==> config.mk <==
export PLATFORM = sky130hd
export DESIGN_NAME = ccr4_ctrl_reg
export DESIGN_NICKNAME = d
export VERILOG_FILES = /design/src/rtl/ccr4_pkg.sv /design/src/rtl/ccr4_det_if.sv /design/src/rtl/ccr4_ctrl_reg.sv /design/src/rtl/ccr4_vlim_detect.sv
export VERILOG_INCLUDE_DIRS = /design/src /design/src/rtl
export SDC_FILE = /design/constraint.sdc
export NUM_CORES = 1
export LEC_CHECK = 0
export BUFFER_PORTS_ARGS = -buffer_cell sky130_fd_sc_hd__buf_4
export CORE_ASPECT_RATIO = 0.75
export CORE_UTILIZATION = 50
export CTS_CLUSTER_SIZE = 8
export DETAILED_ROUTE_END_ITERATION = 6
export PLACE_DENSITY = 0.72
export SLEW_MARGIN = 5
export SYNTH_ARGS = -nofsm -noshare
export SYNTH_HDL_FRONTEND = slang
export SYNTH_SLANG_ARGS = --single-unit
==> constraint.sdc <==
create_clock -name clk_sys_in -period 6.8 [get_ports clk_sys_in]
set_input_delay 0.68 -clock clk_sys_in [delete_from_list [all_inputs] [get_ports clk_sys_in]]
set_output_delay 0.68 -clock clk_sys_in [all_outputs]
set_load 0.02 [all_outputs]
==> src/rtl/ccr4_params.svh <==
// Purpose: Offsets, field positions, reset values and timing counts
// Assumes: Included by bare name from rtl files
// Notes: Definitions only
`ifndef CCR4_PARAMS_SVH
`define CCR4_PARAMS_SVH

// Register location
`define CCR4_ADDR 8'h13

// Field positions
`define CCR4_BIT_IN2_GATE 7
`define CCR4_BIT_IN1_GATE 6
`define CCR4_BIT_FREQ 5
`define CCR4_BIT_STAT_OFF 4
`define CCR4_BIT_SHORT_OFF 3
`define CCR4_BIT_UVP_OFF 2
`define CCR4_BIT_FORCE_DET 1
`define CCR4_BIT_OCP_ON 0

// Reset values
`define CCR4_RST_GATE 1'h0
`define CCR4_RST_STAT_OFF 1'h0
`define CCR4_RST_SHORT_OFF 1'h0
`define CCR4_RST_UVP_OFF 1'h0
`define CCR4_RST_FORCE_DET 1'h0
`define CCR4_RST_OCP_ON 1'h1

// Timing: clock period and watchdog tick, both in ns
`define CCR4_CLK_PERIOD_NS 4
`define CCR4_WDT_TICK_NS 1000000
// Capture falls on the third edge after release: the synchronisers are
// cleared by reset and need two edges before they hold real pin levels
`define CCR4_STRAP_LOAD_CYC 2'h3

// Watchdog periods in ms ticks
`define CCR4_WDT_MS_0P5 18'h001F4
`define CCR4_WDT_MS_1 18'h003E8
`define CCR4_WDT_MS_2 18'h007D0
`define CCR4_WDT_MS_20 18'h04E20
`define CCR4_WDT_MS_40 18'h09C40
`define CCR4_WDT_MS_80 18'h13880
`define CCR4_WDT_MS_160 18'h27100

`endif

==> src/rtl/ccr4_pkg.sv <==
// Purpose: Shared types of the charger control register block
// Assumes: Nothing
// Notes: Constants live in ccr4_params.svh
`default_nettype none
package ccr4_pkg;
    typedef enum logic [3:0] {
        CCR4_DET_IDLE = 4'h1,
        CCR4_DET_STOP = 4'h2,
        CCR4_DET_MEAS = 4'h4,
        CCR4_DET_UPD = 4'h8
    } ccr4_det_state_t;
    typedef logic [7:0] ccr4_byte_t;
endpackage : ccr4_pkg
`default_nettype wire

==> src/rtl/ccr4_det_if.sv <==
// Purpose: Request link between register and detection sequencer
// Assumes: Both ends on clk_sys_in
// Notes: done is a one-cycle pulse
`default_nettype none
interface ccr4_det_if;
    logic req;
    logic busy;
    logic done;
    modport ctrl (output req, input busy, input done);
    modport det (input req, output busy, output done);
endinterface : ccr4_det_if
`default_nettype wire

==> src/rtl/ccr4_ctrl_reg.sv <==
// Purpose: Charger control register four with watchdog and detection
// Assumes: Register access port driven by the serial link front end
// Notes: Read data appears one cycle after the read strobe
`include "ccr4_params.svh"
`default_nettype none
module ccr4_ctrl_reg #(
    parameter int unsigned WDT_TICK_CYCLES = `CCR4_WDT_TICK_NS / `CCR4_CLK_PERIOD_NS
) (
    input wire logic clk_sys_in,
    input wire logic sys_rst_in,
    input wire logic reg_rst_cmd_in,
    input wire logic [7:0] acc_addr_in,
    input wire logic acc_wr_in,
    input wire logic acc_rd_in,
    input wire logic [7:0] acc_wdata_in,
    output logic [7:0] acc_rdata_out,
    input wire logic wdt_kick_in,
    input wire logic [2:0] wdt_period_sel_in,
    output logic wdt_expired_out,
    input wire logic input2_blocking_fet_pair_in,
    input wire logic input1_blocking_fet_pair_in,
    input wire logic strap_config_pin_in,
    input wire logic vbat_above_min_in,
    input wire logic adc_done_in,
    input wire logic [7:0] adc_result_in,
    output logic input2_gate_drive_on_out,
    output logic input1_gate_drive_on_out,
    output logic switching_freq_sel_out,
    output logic status_pin_off_out,
    output logic sys_short_hiccup_off_out,
    output logic otg_undervolt_hiccup_off_out,
    output logic input_overcurrent_prot_on_out,
    output logic force_input_limit_detect_out,
    output logic switching_stop_out,
    output logic adc_measure_out,
    output logic input_voltage_limit_wr_out,
    output logic [7:0] input_voltage_limit_out
);
    ccr4_det_if det_link ();

    logic [3:0] pin_s1_q;
    logic [3:0] pin_s2_q;
    logic [1:0] load_cnt_q;
    logic load_now;
    logic in2_ok_q;
    logic in1_ok_q;
    logic in2_q;
    logic in1_q;
    logic freq_q;
    logic stat_off_q;
    logic short_off_q;
    logic uvp_off_q;
    logic force_q;
    logic ocp_q;
    logic [7:0] rdata_q;
    logic wr_hit;
    logic rd_hit;
    logic force_set;
    logic [17:0] tick_cnt_q;
    logic [17:0] ms_cnt_q;
    logic wdt_exp_q;
    logic wdt_restart;
    logic [17:0] wdt_limit;
    logic [7:0] reg_view;

    // Address decode shared by the read and write paths
    function automatic logic addr_hit(input logic [7:0] addr);
        addr_hit = (addr == `CCR4_ADDR);
    endfunction : addr_hit

    // Watchdog period table in ms ticks; zero means disabled
    function automatic logic [17:0] wdt_ms(input logic [2:0] sel);
        unique case (sel)
            3'h0: wdt_ms = 18'h00000;
            3'h1: wdt_ms = `CCR4_WDT_MS_0P5;
            3'h2: wdt_ms = `CCR4_WDT_MS_1;
            3'h3: wdt_ms = `CCR4_WDT_MS_2;
            3'h4: wdt_ms = `CCR4_WDT_MS_20;
            3'h5: wdt_ms = `CCR4_WDT_MS_40;
            3'h6: wdt_ms = `CCR4_WDT_MS_80;
            3'h7: wdt_ms = `CCR4_WDT_MS_160;
        endcase
    endfunction : wdt_ms

    assign wr_hit = acc_wr_in && addr_hit(acc_addr_in);
    assign rd_hit = acc_rd_in && addr_hit(acc_addr_in);

    // Pin synchronisers: strap, two presence pins, battery comparator
    always_ff @(posedge clk_sys_in)
    begin
        if (sys_rst_in)
        begin
            pin_s1_q <= 4'h0;
            pin_s2_q <= 4'h0;
        end
        else
        begin
            pin_s1_q <= {vbat_above_min_in, strap_config_pin_in,
                         input1_blocking_fet_pair_in, input2_blocking_fet_pair_in};
            pin_s2_q <= pin_s1_q;
        end
    end

    // Power-on capture waits for the synchronisers to fill after release
    always_ff @(posedge clk_sys_in)
    begin
        if (sys_rst_in)
            load_cnt_q <= 2'h0;
        else if (load_cnt_q != `CCR4_STRAP_LOAD_CYC)
            load_cnt_q <= load_cnt_q + 2'h1;
    end
    assign load_now = (load_cnt_q == `CCR4_STRAP_LOAD_CYC - 2'h1);

    // Presence is judged once at power-on; absence locks the gate bit
    always_ff @(posedge clk_sys_in)
    begin
        if (sys_rst_in)
        begin
            in2_ok_q <= 1'h0;
            in1_ok_q <= 1'h0;
        end
        else if (load_now)
        begin
            in2_ok_q <= pin_s2_q[0];
            in1_ok_q <= pin_s2_q[1];
        end
    end

    // Gate drive bits; not touched by register reset or watchdog
    always_ff @(posedge clk_sys_in)
    begin
        if (sys_rst_in)
        begin
            in2_q <= `CCR4_RST_GATE;
            in1_q <= `CCR4_RST_GATE;
        end
        else
        begin
            if (!in2_ok_q)
                in2_q <= 1'h0;
            else if (wr_hit)
                in2_q <= acc_wdata_in[`CCR4_BIT_IN2_GATE];
            if (!in1_ok_q)
                in1_q <= 1'h0;
            else if (wr_hit)
                in1_q <= acc_wdata_in[`CCR4_BIT_IN1_GATE];
        end
    end

    // Frequency select loads from strap; a write made before load is overridden
    always_ff @(posedge clk_sys_in)
    begin
        if (sys_rst_in)
            freq_q <= 1'h0;
        else if (load_now)
            freq_q <= pin_s2_q[2];
        else if (wr_hit)
            freq_q <= acc_wdata_in[`CCR4_BIT_FREQ];
    end

    // Status pin disable also falls back on watchdog expiry
    always_ff @(posedge clk_sys_in)
    begin
        if (sys_rst_in || reg_rst_cmd_in || wdt_exp_q)
            stat_off_q <= `CCR4_RST_STAT_OFF;
        else if (wr_hit)
            stat_off_q <= acc_wdata_in[`CCR4_BIT_STAT_OFF];
    end

    // Protection fields survive the watchdog
    always_ff @(posedge clk_sys_in)
    begin
        if (sys_rst_in || reg_rst_cmd_in)
        begin
            short_off_q <= `CCR4_RST_SHORT_OFF;
            uvp_off_q <= `CCR4_RST_UVP_OFF;
            ocp_q <= `CCR4_RST_OCP_ON;
        end
        else if (wr_hit)
        begin
            short_off_q <= acc_wdata_in[`CCR4_BIT_SHORT_OFF];
            uvp_off_q <= acc_wdata_in[`CCR4_BIT_UVP_OFF];
            ocp_q <= acc_wdata_in[`CCR4_BIT_OCP_ON];
        end
    end

    // Detection request: set wins over the completion clear
    assign force_set = wr_hit && acc_wdata_in[`CCR4_BIT_FORCE_DET] && pin_s2_q[3];
    always_ff @(posedge clk_sys_in)
    begin
        if (sys_rst_in || reg_rst_cmd_in)
            force_q <= `CCR4_RST_FORCE_DET;
        else if (force_set)
            force_q <= 1'h1;
        else if (det_link.done)
            force_q <= 1'h0;
    end

    // Read view; locked bits are already zero in their flops
    assign reg_view = {in2_q, in1_q, freq_q, stat_off_q,
                       short_off_q, uvp_off_q, force_q, ocp_q};
    always_ff @(posedge clk_sys_in)
    begin
        if (sys_rst_in)
            rdata_q <= 8'h00;
        else if (acc_rd_in)
            rdata_q <= rd_hit ? reg_view : 8'h00;
    end

    // Watchdog: any access or kick restarts; selection zero disables
    assign wdt_limit = wdt_ms(wdt_period_sel_in);
    assign wdt_restart = wdt_kick_in || acc_wr_in || acc_rd_in || (wdt_limit == 18'h00000);
    always_ff @(posedge clk_sys_in)
    begin
        if (sys_rst_in || wdt_restart)
        begin
            tick_cnt_q <= 18'h00000;
            ms_cnt_q <= 18'h00000;
            wdt_exp_q <= 1'h0;
        end
        else if (tick_cnt_q == 18'(WDT_TICK_CYCLES - 1))
        begin
            tick_cnt_q <= 18'h00000;
            if (ms_cnt_q + 18'h00001 >= wdt_limit)
            begin
                ms_cnt_q <= 18'h00000;
                wdt_exp_q <= 1'h1;
            end
            else
            begin
                ms_cnt_q <= ms_cnt_q + 18'h00001;
                wdt_exp_q <= 1'h0;
            end
        end
        else
        begin
            tick_cnt_q <= tick_cnt_q + 18'h00001;
            wdt_exp_q <= 1'h0;
        end
    end

    // Sequencer runs the forced detection
    assign det_link.req = force_q;
    ccr4_vlim_detect u_detect (
        .clk_sys_in(clk_sys_in),
        .sys_rst_in(sys_rst_in),
        .det(det_link),
        .adc_done_in(adc_done_in),
        .adc_result_in(adc_result_in),
        .switching_stop_out(switching_stop_out),
        .adc_measure_out(adc_measure_out),
        .input_voltage_limit_wr_out(input_voltage_limit_wr_out),
        .input_voltage_limit_out(input_voltage_limit_out)
    );

    // Field outputs straight from their flops
    assign acc_rdata_out = rdata_q;
    assign wdt_expired_out = wdt_exp_q;
    assign input2_gate_drive_on_out = in2_q;
    assign input1_gate_drive_on_out = in1_q;
    assign switching_freq_sel_out = freq_q;
    assign status_pin_off_out = stat_off_q;
    assign sys_short_hiccup_off_out = short_off_q;
    assign otg_undervolt_hiccup_off_out = uvp_off_q;
    assign input_overcurrent_prot_on_out = ocp_q;
    assign force_input_limit_detect_out = force_q;

    a_read_view:
    assert property (@(posedge clk_sys_in) disable iff (sys_rst_in)
        rd_hit |=> acc_rdata_out == $past(reg_view))
    else $error("read data does not match register");

    a_lock_in2:
    assert property (@(posedge clk_sys_in) disable iff (sys_rst_in)
        !in2_ok_q |-> !input2_gate_drive_on_out)
    else $error("second gate drive on while locked");

    a_lock_in1:
    assert property (@(posedge clk_sys_in) disable iff (sys_rst_in)
        !in1_ok_q && wr_hit |=> !input1_gate_drive_on_out)
    else $error("locked first gate drive accepted write");

    a_strap_load:
    assert property (@(posedge clk_sys_in) disable iff (sys_rst_in)
        load_now |=> switching_freq_sel_out == $past(pin_s2_q[2]))
    else $error("frequency select not loaded from strap");

    a_stat_wdt:
    assert property (@(posedge clk_sys_in) disable iff (sys_rst_in)
        wdt_exp_q |=> !status_pin_off_out)
    else $error("status disable survived watchdog");

    a_short_keep:
    assert property (@(posedge clk_sys_in) disable iff (sys_rst_in)
        wdt_exp_q && !reg_rst_cmd_in && !wr_hit |=> $stable(sys_short_hiccup_off_out))
    else $error("short hiccup field changed by watchdog");

    a_uvp_regrst:
    assert property (@(posedge clk_sys_in) disable iff (sys_rst_in)
        reg_rst_cmd_in |=> !otg_undervolt_hiccup_off_out && input_overcurrent_prot_on_out)
    else $error("register reset did not restore protections");

    a_force_gate:
    assert property (@(posedge clk_sys_in) disable iff (sys_rst_in)
        wr_hit && !pin_s2_q[3] && !force_q |=> !force_input_limit_detect_out)
    else $error("detection request set below minimum system voltage");

    a_force_clear:
    assert property (@(posedge clk_sys_in) disable iff (sys_rst_in)
        det_link.done && !force_set |=> !force_input_limit_detect_out)
    else $error("detection request not cleared on completion");

    a_force_start:
    assert property (@(posedge clk_sys_in) disable iff (sys_rst_in)
        force_q && !det_link.busy && !reg_rst_cmd_in |=> ##1 switching_stop_out)
    else $error("detection request did not stop switching");
endmodule : ccr4_ctrl_reg
`default_nettype wire

==> src/rtl/ccr4_vlim_detect.sv <==
// Purpose: Forced input-voltage-limit detection sequence
// Assumes: ADC result and done pulse come from same-clock logic
// Notes: One idle cycle of stopped switching precedes the measurement
`include "ccr4_params.svh"
`default_nettype none
module ccr4_vlim_detect (
    input wire logic clk_sys_in,
    input wire logic sys_rst_in,
    ccr4_det_if.det det,
    input wire logic adc_done_in,
    input wire logic [7:0] adc_result_in,
    output logic switching_stop_out,
    output logic adc_measure_out,
    output logic input_voltage_limit_wr_out,
    output logic [7:0] input_voltage_limit_out
);
    ccr4_pkg::ccr4_det_state_t state_q;
    ccr4_pkg::ccr4_byte_t limit_q;

    // Sequencer: stop, measure unloaded bus, then update limit
    always_ff @(posedge clk_sys_in)
    begin
        if (sys_rst_in)
            state_q <= ccr4_pkg::CCR4_DET_IDLE;
        else
        begin
            unique case (state_q)
                ccr4_pkg::CCR4_DET_IDLE:
                    if (det.req)
                        state_q <= ccr4_pkg::CCR4_DET_STOP;
                ccr4_pkg::CCR4_DET_STOP:
                    state_q <= ccr4_pkg::CCR4_DET_MEAS;
                ccr4_pkg::CCR4_DET_MEAS:
                    if (adc_done_in)
                        state_q <= ccr4_pkg::CCR4_DET_UPD;
                ccr4_pkg::CCR4_DET_UPD:
                    state_q <= ccr4_pkg::CCR4_DET_IDLE;
                default:
                    state_q <= ccr4_pkg::CCR4_DET_IDLE;
            endcase
        end
    end

    // Result capture; held until the next detection
    always_ff @(posedge clk_sys_in)
    begin
        if (sys_rst_in)
            limit_q <= 8'h00;
        else if (state_q == ccr4_pkg::CCR4_DET_MEAS && adc_done_in)
            limit_q <= adc_result_in;
    end

    // No input current while measuring: converter held off whole sequence
    assign switching_stop_out = (state_q != ccr4_pkg::CCR4_DET_IDLE);
    assign adc_measure_out = (state_q == ccr4_pkg::CCR4_DET_MEAS);
    assign input_voltage_limit_wr_out = (state_q == ccr4_pkg::CCR4_DET_UPD);
    assign input_voltage_limit_out = limit_q;
    assign det.busy = (state_q != ccr4_pkg::CCR4_DET_IDLE);
    assign det.done = (state_q == ccr4_pkg::CCR4_DET_UPD);

    a_meas_stopped:
    assert property (@(posedge clk_sys_in) disable iff (sys_rst_in)
        adc_measure_out |-> switching_stop_out && $past(switching_stop_out))
    else $error("measurement while converter switching");

    a_limit_update:
    assert property (@(posedge clk_sys_in) disable iff (sys_rst_in)
        adc_measure_out && adc_done_in |=> input_voltage_limit_wr_out
            && input_voltage_limit_out == $past(adc_result_in))
    else $error("limit not updated from measurement");
endmodule : ccr4_vlim_detect
`default_nettype wire

==> results.cfg <==
[outcome]
status = completed

[synth]
yosys.area.top_type_share_pct = 40.22
yosysSeqAreaShare_pct = 40.22
syn_inst = 428
syn_area_um2 = 3832
ys_warn_count = 0
synth_fp_nets = 491
synth_top_cells_by_area = dfxtp_1, ha_1, nor2_1
synthesis.area_per_instance_um2 = 8.954
ys_ff_latch = 77
yosys.area.top_type = dfxtp_1
synthDistinctLibCells = 46

[global_routing]
first_global_vias = 2882
grt-ovfl-total = 0
grt_pass1_wl_mm = 13.12
antenna_found_initial = 0
grt_max_degree = 41
track_usage_pct = 20.96

[placed_design]
io_buffers = 65
placed_cell_area_um2 = 4372
dpl.hpwl_mm = 6.133
place.gp.congestion = 0.8568

[drt]
viasPerCell = 5.376
drt_iter0_markers = 138
final_antenna_net_count = 0
wl_mm = 8.136
wl_per_cell_um = 13.77
drt-pass1-iter-count = 5
vias = 3177
drcViolationCount = 0

[power]
peakVddDrop_uv = 119.4
p_switching_uw = 197.7
switching_share_pct = 24.27
leakage_uw = 0.001917
clkPwrFrac_pct = 35.9
power.internal_uw = 616.9
sequentialPowerShare_pct = 56.4
cellPowerDensity_nw_per_um2 = 179.6
p_comb_share_pct = 7.7

[sta]
fin_crit_ps = 4019
max_freq_mhz = 248.8
hold_violations = 0
fin_setup_tns_ps = 0
rsz0062_at_grt = false
slew_headroom_pct = 48.17
fin_hold_ws_ps = 440.5
slew_viol_final = 0
tightest_slew_ps = 776.6
min_period_over_period_pct = 59.11
setup_violations = 0
finClkSkew_ps = 11.19

[floorplan]
fp.dieW_um = 103.1
rows = 27
die_h_um = 77.82
boundaryPins = 66
initial_utilization_pct = 52.04
dieArea_um2 = 8023
core_area_um2 = 7365

[flow_run]
max_cap_violations = 0

[final_layout]
multi_input_area_um2 = 2186
regArea_um2 = 1541
drive_gt1_share_pct = 18.57
area_growth_pct = 18.32
design_area_um2 = 4534
num-fill-cells = 637
num_antenna_cells = 0
final_nets = 549

[worst_setup_path]
worstSetupEndpointType = flip-flop
rrSetupSlack_ps = 2780
r2r_start = ms_cnt_q[2]
cp_data_required_time_ps = 7070
cp.arrival_ps = 4290
ff2ff_path_depth = 12
worstPathMaxFanout = 15
cp-start-kind = flip-flop
r2r_end = ms_cnt_q[10]
worstSetupPathType = flip-flop to flip-flop

[worst_hold_path]
hp-class = flip-flop to flip-flop
hold_depth = 1
min_from = pin_s1_q[1]
whs_endpoint = pin_s2_q[1]

[cts]
ctsHoldBuffers = 0
root_buffer = clkbuf_8
cts_sinks = 77
clock_latency_ps = 340
postCtsSetupBuffers = 0
cts.htree.levels = 3
cts_resized = 0
cts_tree = yes
numCtsBuffers = 9
cts_max_path_buffers = 2
cts.clk_slew.worst_paths_ps = 80
routing by layer:
metal | GRT usage (%) | part of all wire (%) | vias up
li1 | - | - | 1632
met1 | 30.08 | 52 | 1458
met4 | 5.775 | 0.92 | 0
met2 | 30.73 | 41 | 79
met5 | 0 | 0 | -
met3 | 5.495 | 6.2 | 8
state kept, by name, summed over array words and instances (netlist names):
signal,cells
in2_ok_q,1
acc_rdata_out,8
pin_s1_q,4
wdt_expired_out,1
u_detect.input_voltage_limit_out,8
pin_s2_q,4
ms_cnt_q,18
input1_gate_drive_on_out,1
otg_undervolt_hiccup_off_out,1
tick_cnt_q,18
input_overcurrent_prot_on_out,1
in1_ok_q,1
sys_short_hiccup_off_out,1
force_input_limit_detect_out,1
status_pin_off_out,1
u_detect.state_q,4
switching_freq_sel_out,1
load_cnt_q,2
input2_gate_drive_on_out,1
power by group through the flow:
stage | clock network [uW] | logic (uW) | registers [uW]
after floorplan | 0 | 34.3 | 469
after global placement | 0 | 59.9 | 470
after detailed placement | 0 | 62.3 | 470
after CTS | 303 | 62.7 | 459
after global routing | 325 | 69.7 | 460
final | 293 | 62.5 | 459
layout make-up:
class                      instances  area share (%)
clock buffer                       9           2.732
tap                              101           2.787
clock inverter                     6          0.8554
sequential                        77           34.00
timing repair buffer              65           10.76
inverter                           8          0.6623
multi-input combinational        325           48.21
layout by cell type, fill, tap and decap left out, types with 4 or more instances in the layout:
master	instances
a22o_1	7
nor3_1	14
nand4_1	9
xnor2_1	17
nor4b_1	5
nand2b_1	12
a21oi_1	18
ha_1	25
mux2i_1	18
or3_1	4
o21ai_0	7
nor2_1	50
a21o_1	5
nor2b_1	14
clkbuf_8	9
a221o_1	7
nand2_1	31
nand3_1	31
a211oi_1	4
xor2_1	12
inv_1	8
nor4_1	4
dfxtp_1	77
buf_4	65
Yosys cell counts (all sizes together):
library cell	count
or3	4
a21o	5
nand2b	13
nand2	32
a211oi	4
nor2	52
nor3	14
or4	2
inv	8
ha	25
o211ai	2
clkbuf	11
xnor2	17
nor2b	14
nand3	31
nand4	9
o21a	1
buf	7
a31o	1
mux2i	18
dfxtp	77
a221o	7
and3	3
and2	1
xor2	12
nand4b	2
mux2	2
nor4b	5
a22o	7
or4b	2
a21oi	18
a21boi	2
o21ai	7
nor3b	3
nor4	6
a31oi	1
and4	2
or2	1
how the worst max path moves through the flow:
stage / from / depth (start not counted) / end
after global routing: ms_cnt_q[2] / 12 / ms_cnt_q[10]
after CTS: ms_cnt_q[2] / 12 / ms_cnt_q[10]
after detailed placement: ms_cnt_q[3] / 12 / ms_cnt_q[3]
after global placement: ms_cnt_q[2] / 12 / ms_cnt_q[0]
after floorplan: ms_cnt_q[2] / 14 / ms_cnt_q[8]
final: ms_cnt_q[2] / 12 / ms_cnt_q[10]
critical path, cell delays in order (launching register included):
cell      delay, ps
dfxtp_1         490
nand3_1         290
nor3_1          340
nand3_1         190
or3_1           360
nand2_1          80
ha_1            250
nand4_1         150
nor3_1           90
a21boi_0        120
or4b_1          750
nor2_2          590
a221o_1         260
metrics by stage:
step | power [uW] | setup slack [ps] | cells | util [%]
6_report | 814.6 | 2781 | 591 | 61.57
2_1_floorplan | 503.8 | 3533 | 428 | -
3_5_place_dp | 532.3 | 2830 | 576 | 59.36
5_1_grt | 854.3 | 2411 | 591 | 61.57
4_1_cts | 824.8 | 2801 | 591 | 61.57
3_3_place_gp | 529.6 | 2893 | 576 | 59.36
cell families after synthesis:
logic type               count (synthesis)  share of synthesized area, %
AO/OA/AOI/OAI                           55                         9.827
multiplexers                            20                         5.387
XOR/XNOR                                29                         6.627
AND/OR/NAND/NOR                        196                         27.03
buffers and inverters                   26                         2.742
flip-flops                              77                         40.22
adder cells (fa/ha/maj)                 25                         8.162
Power figures use the tool's default switching activity.
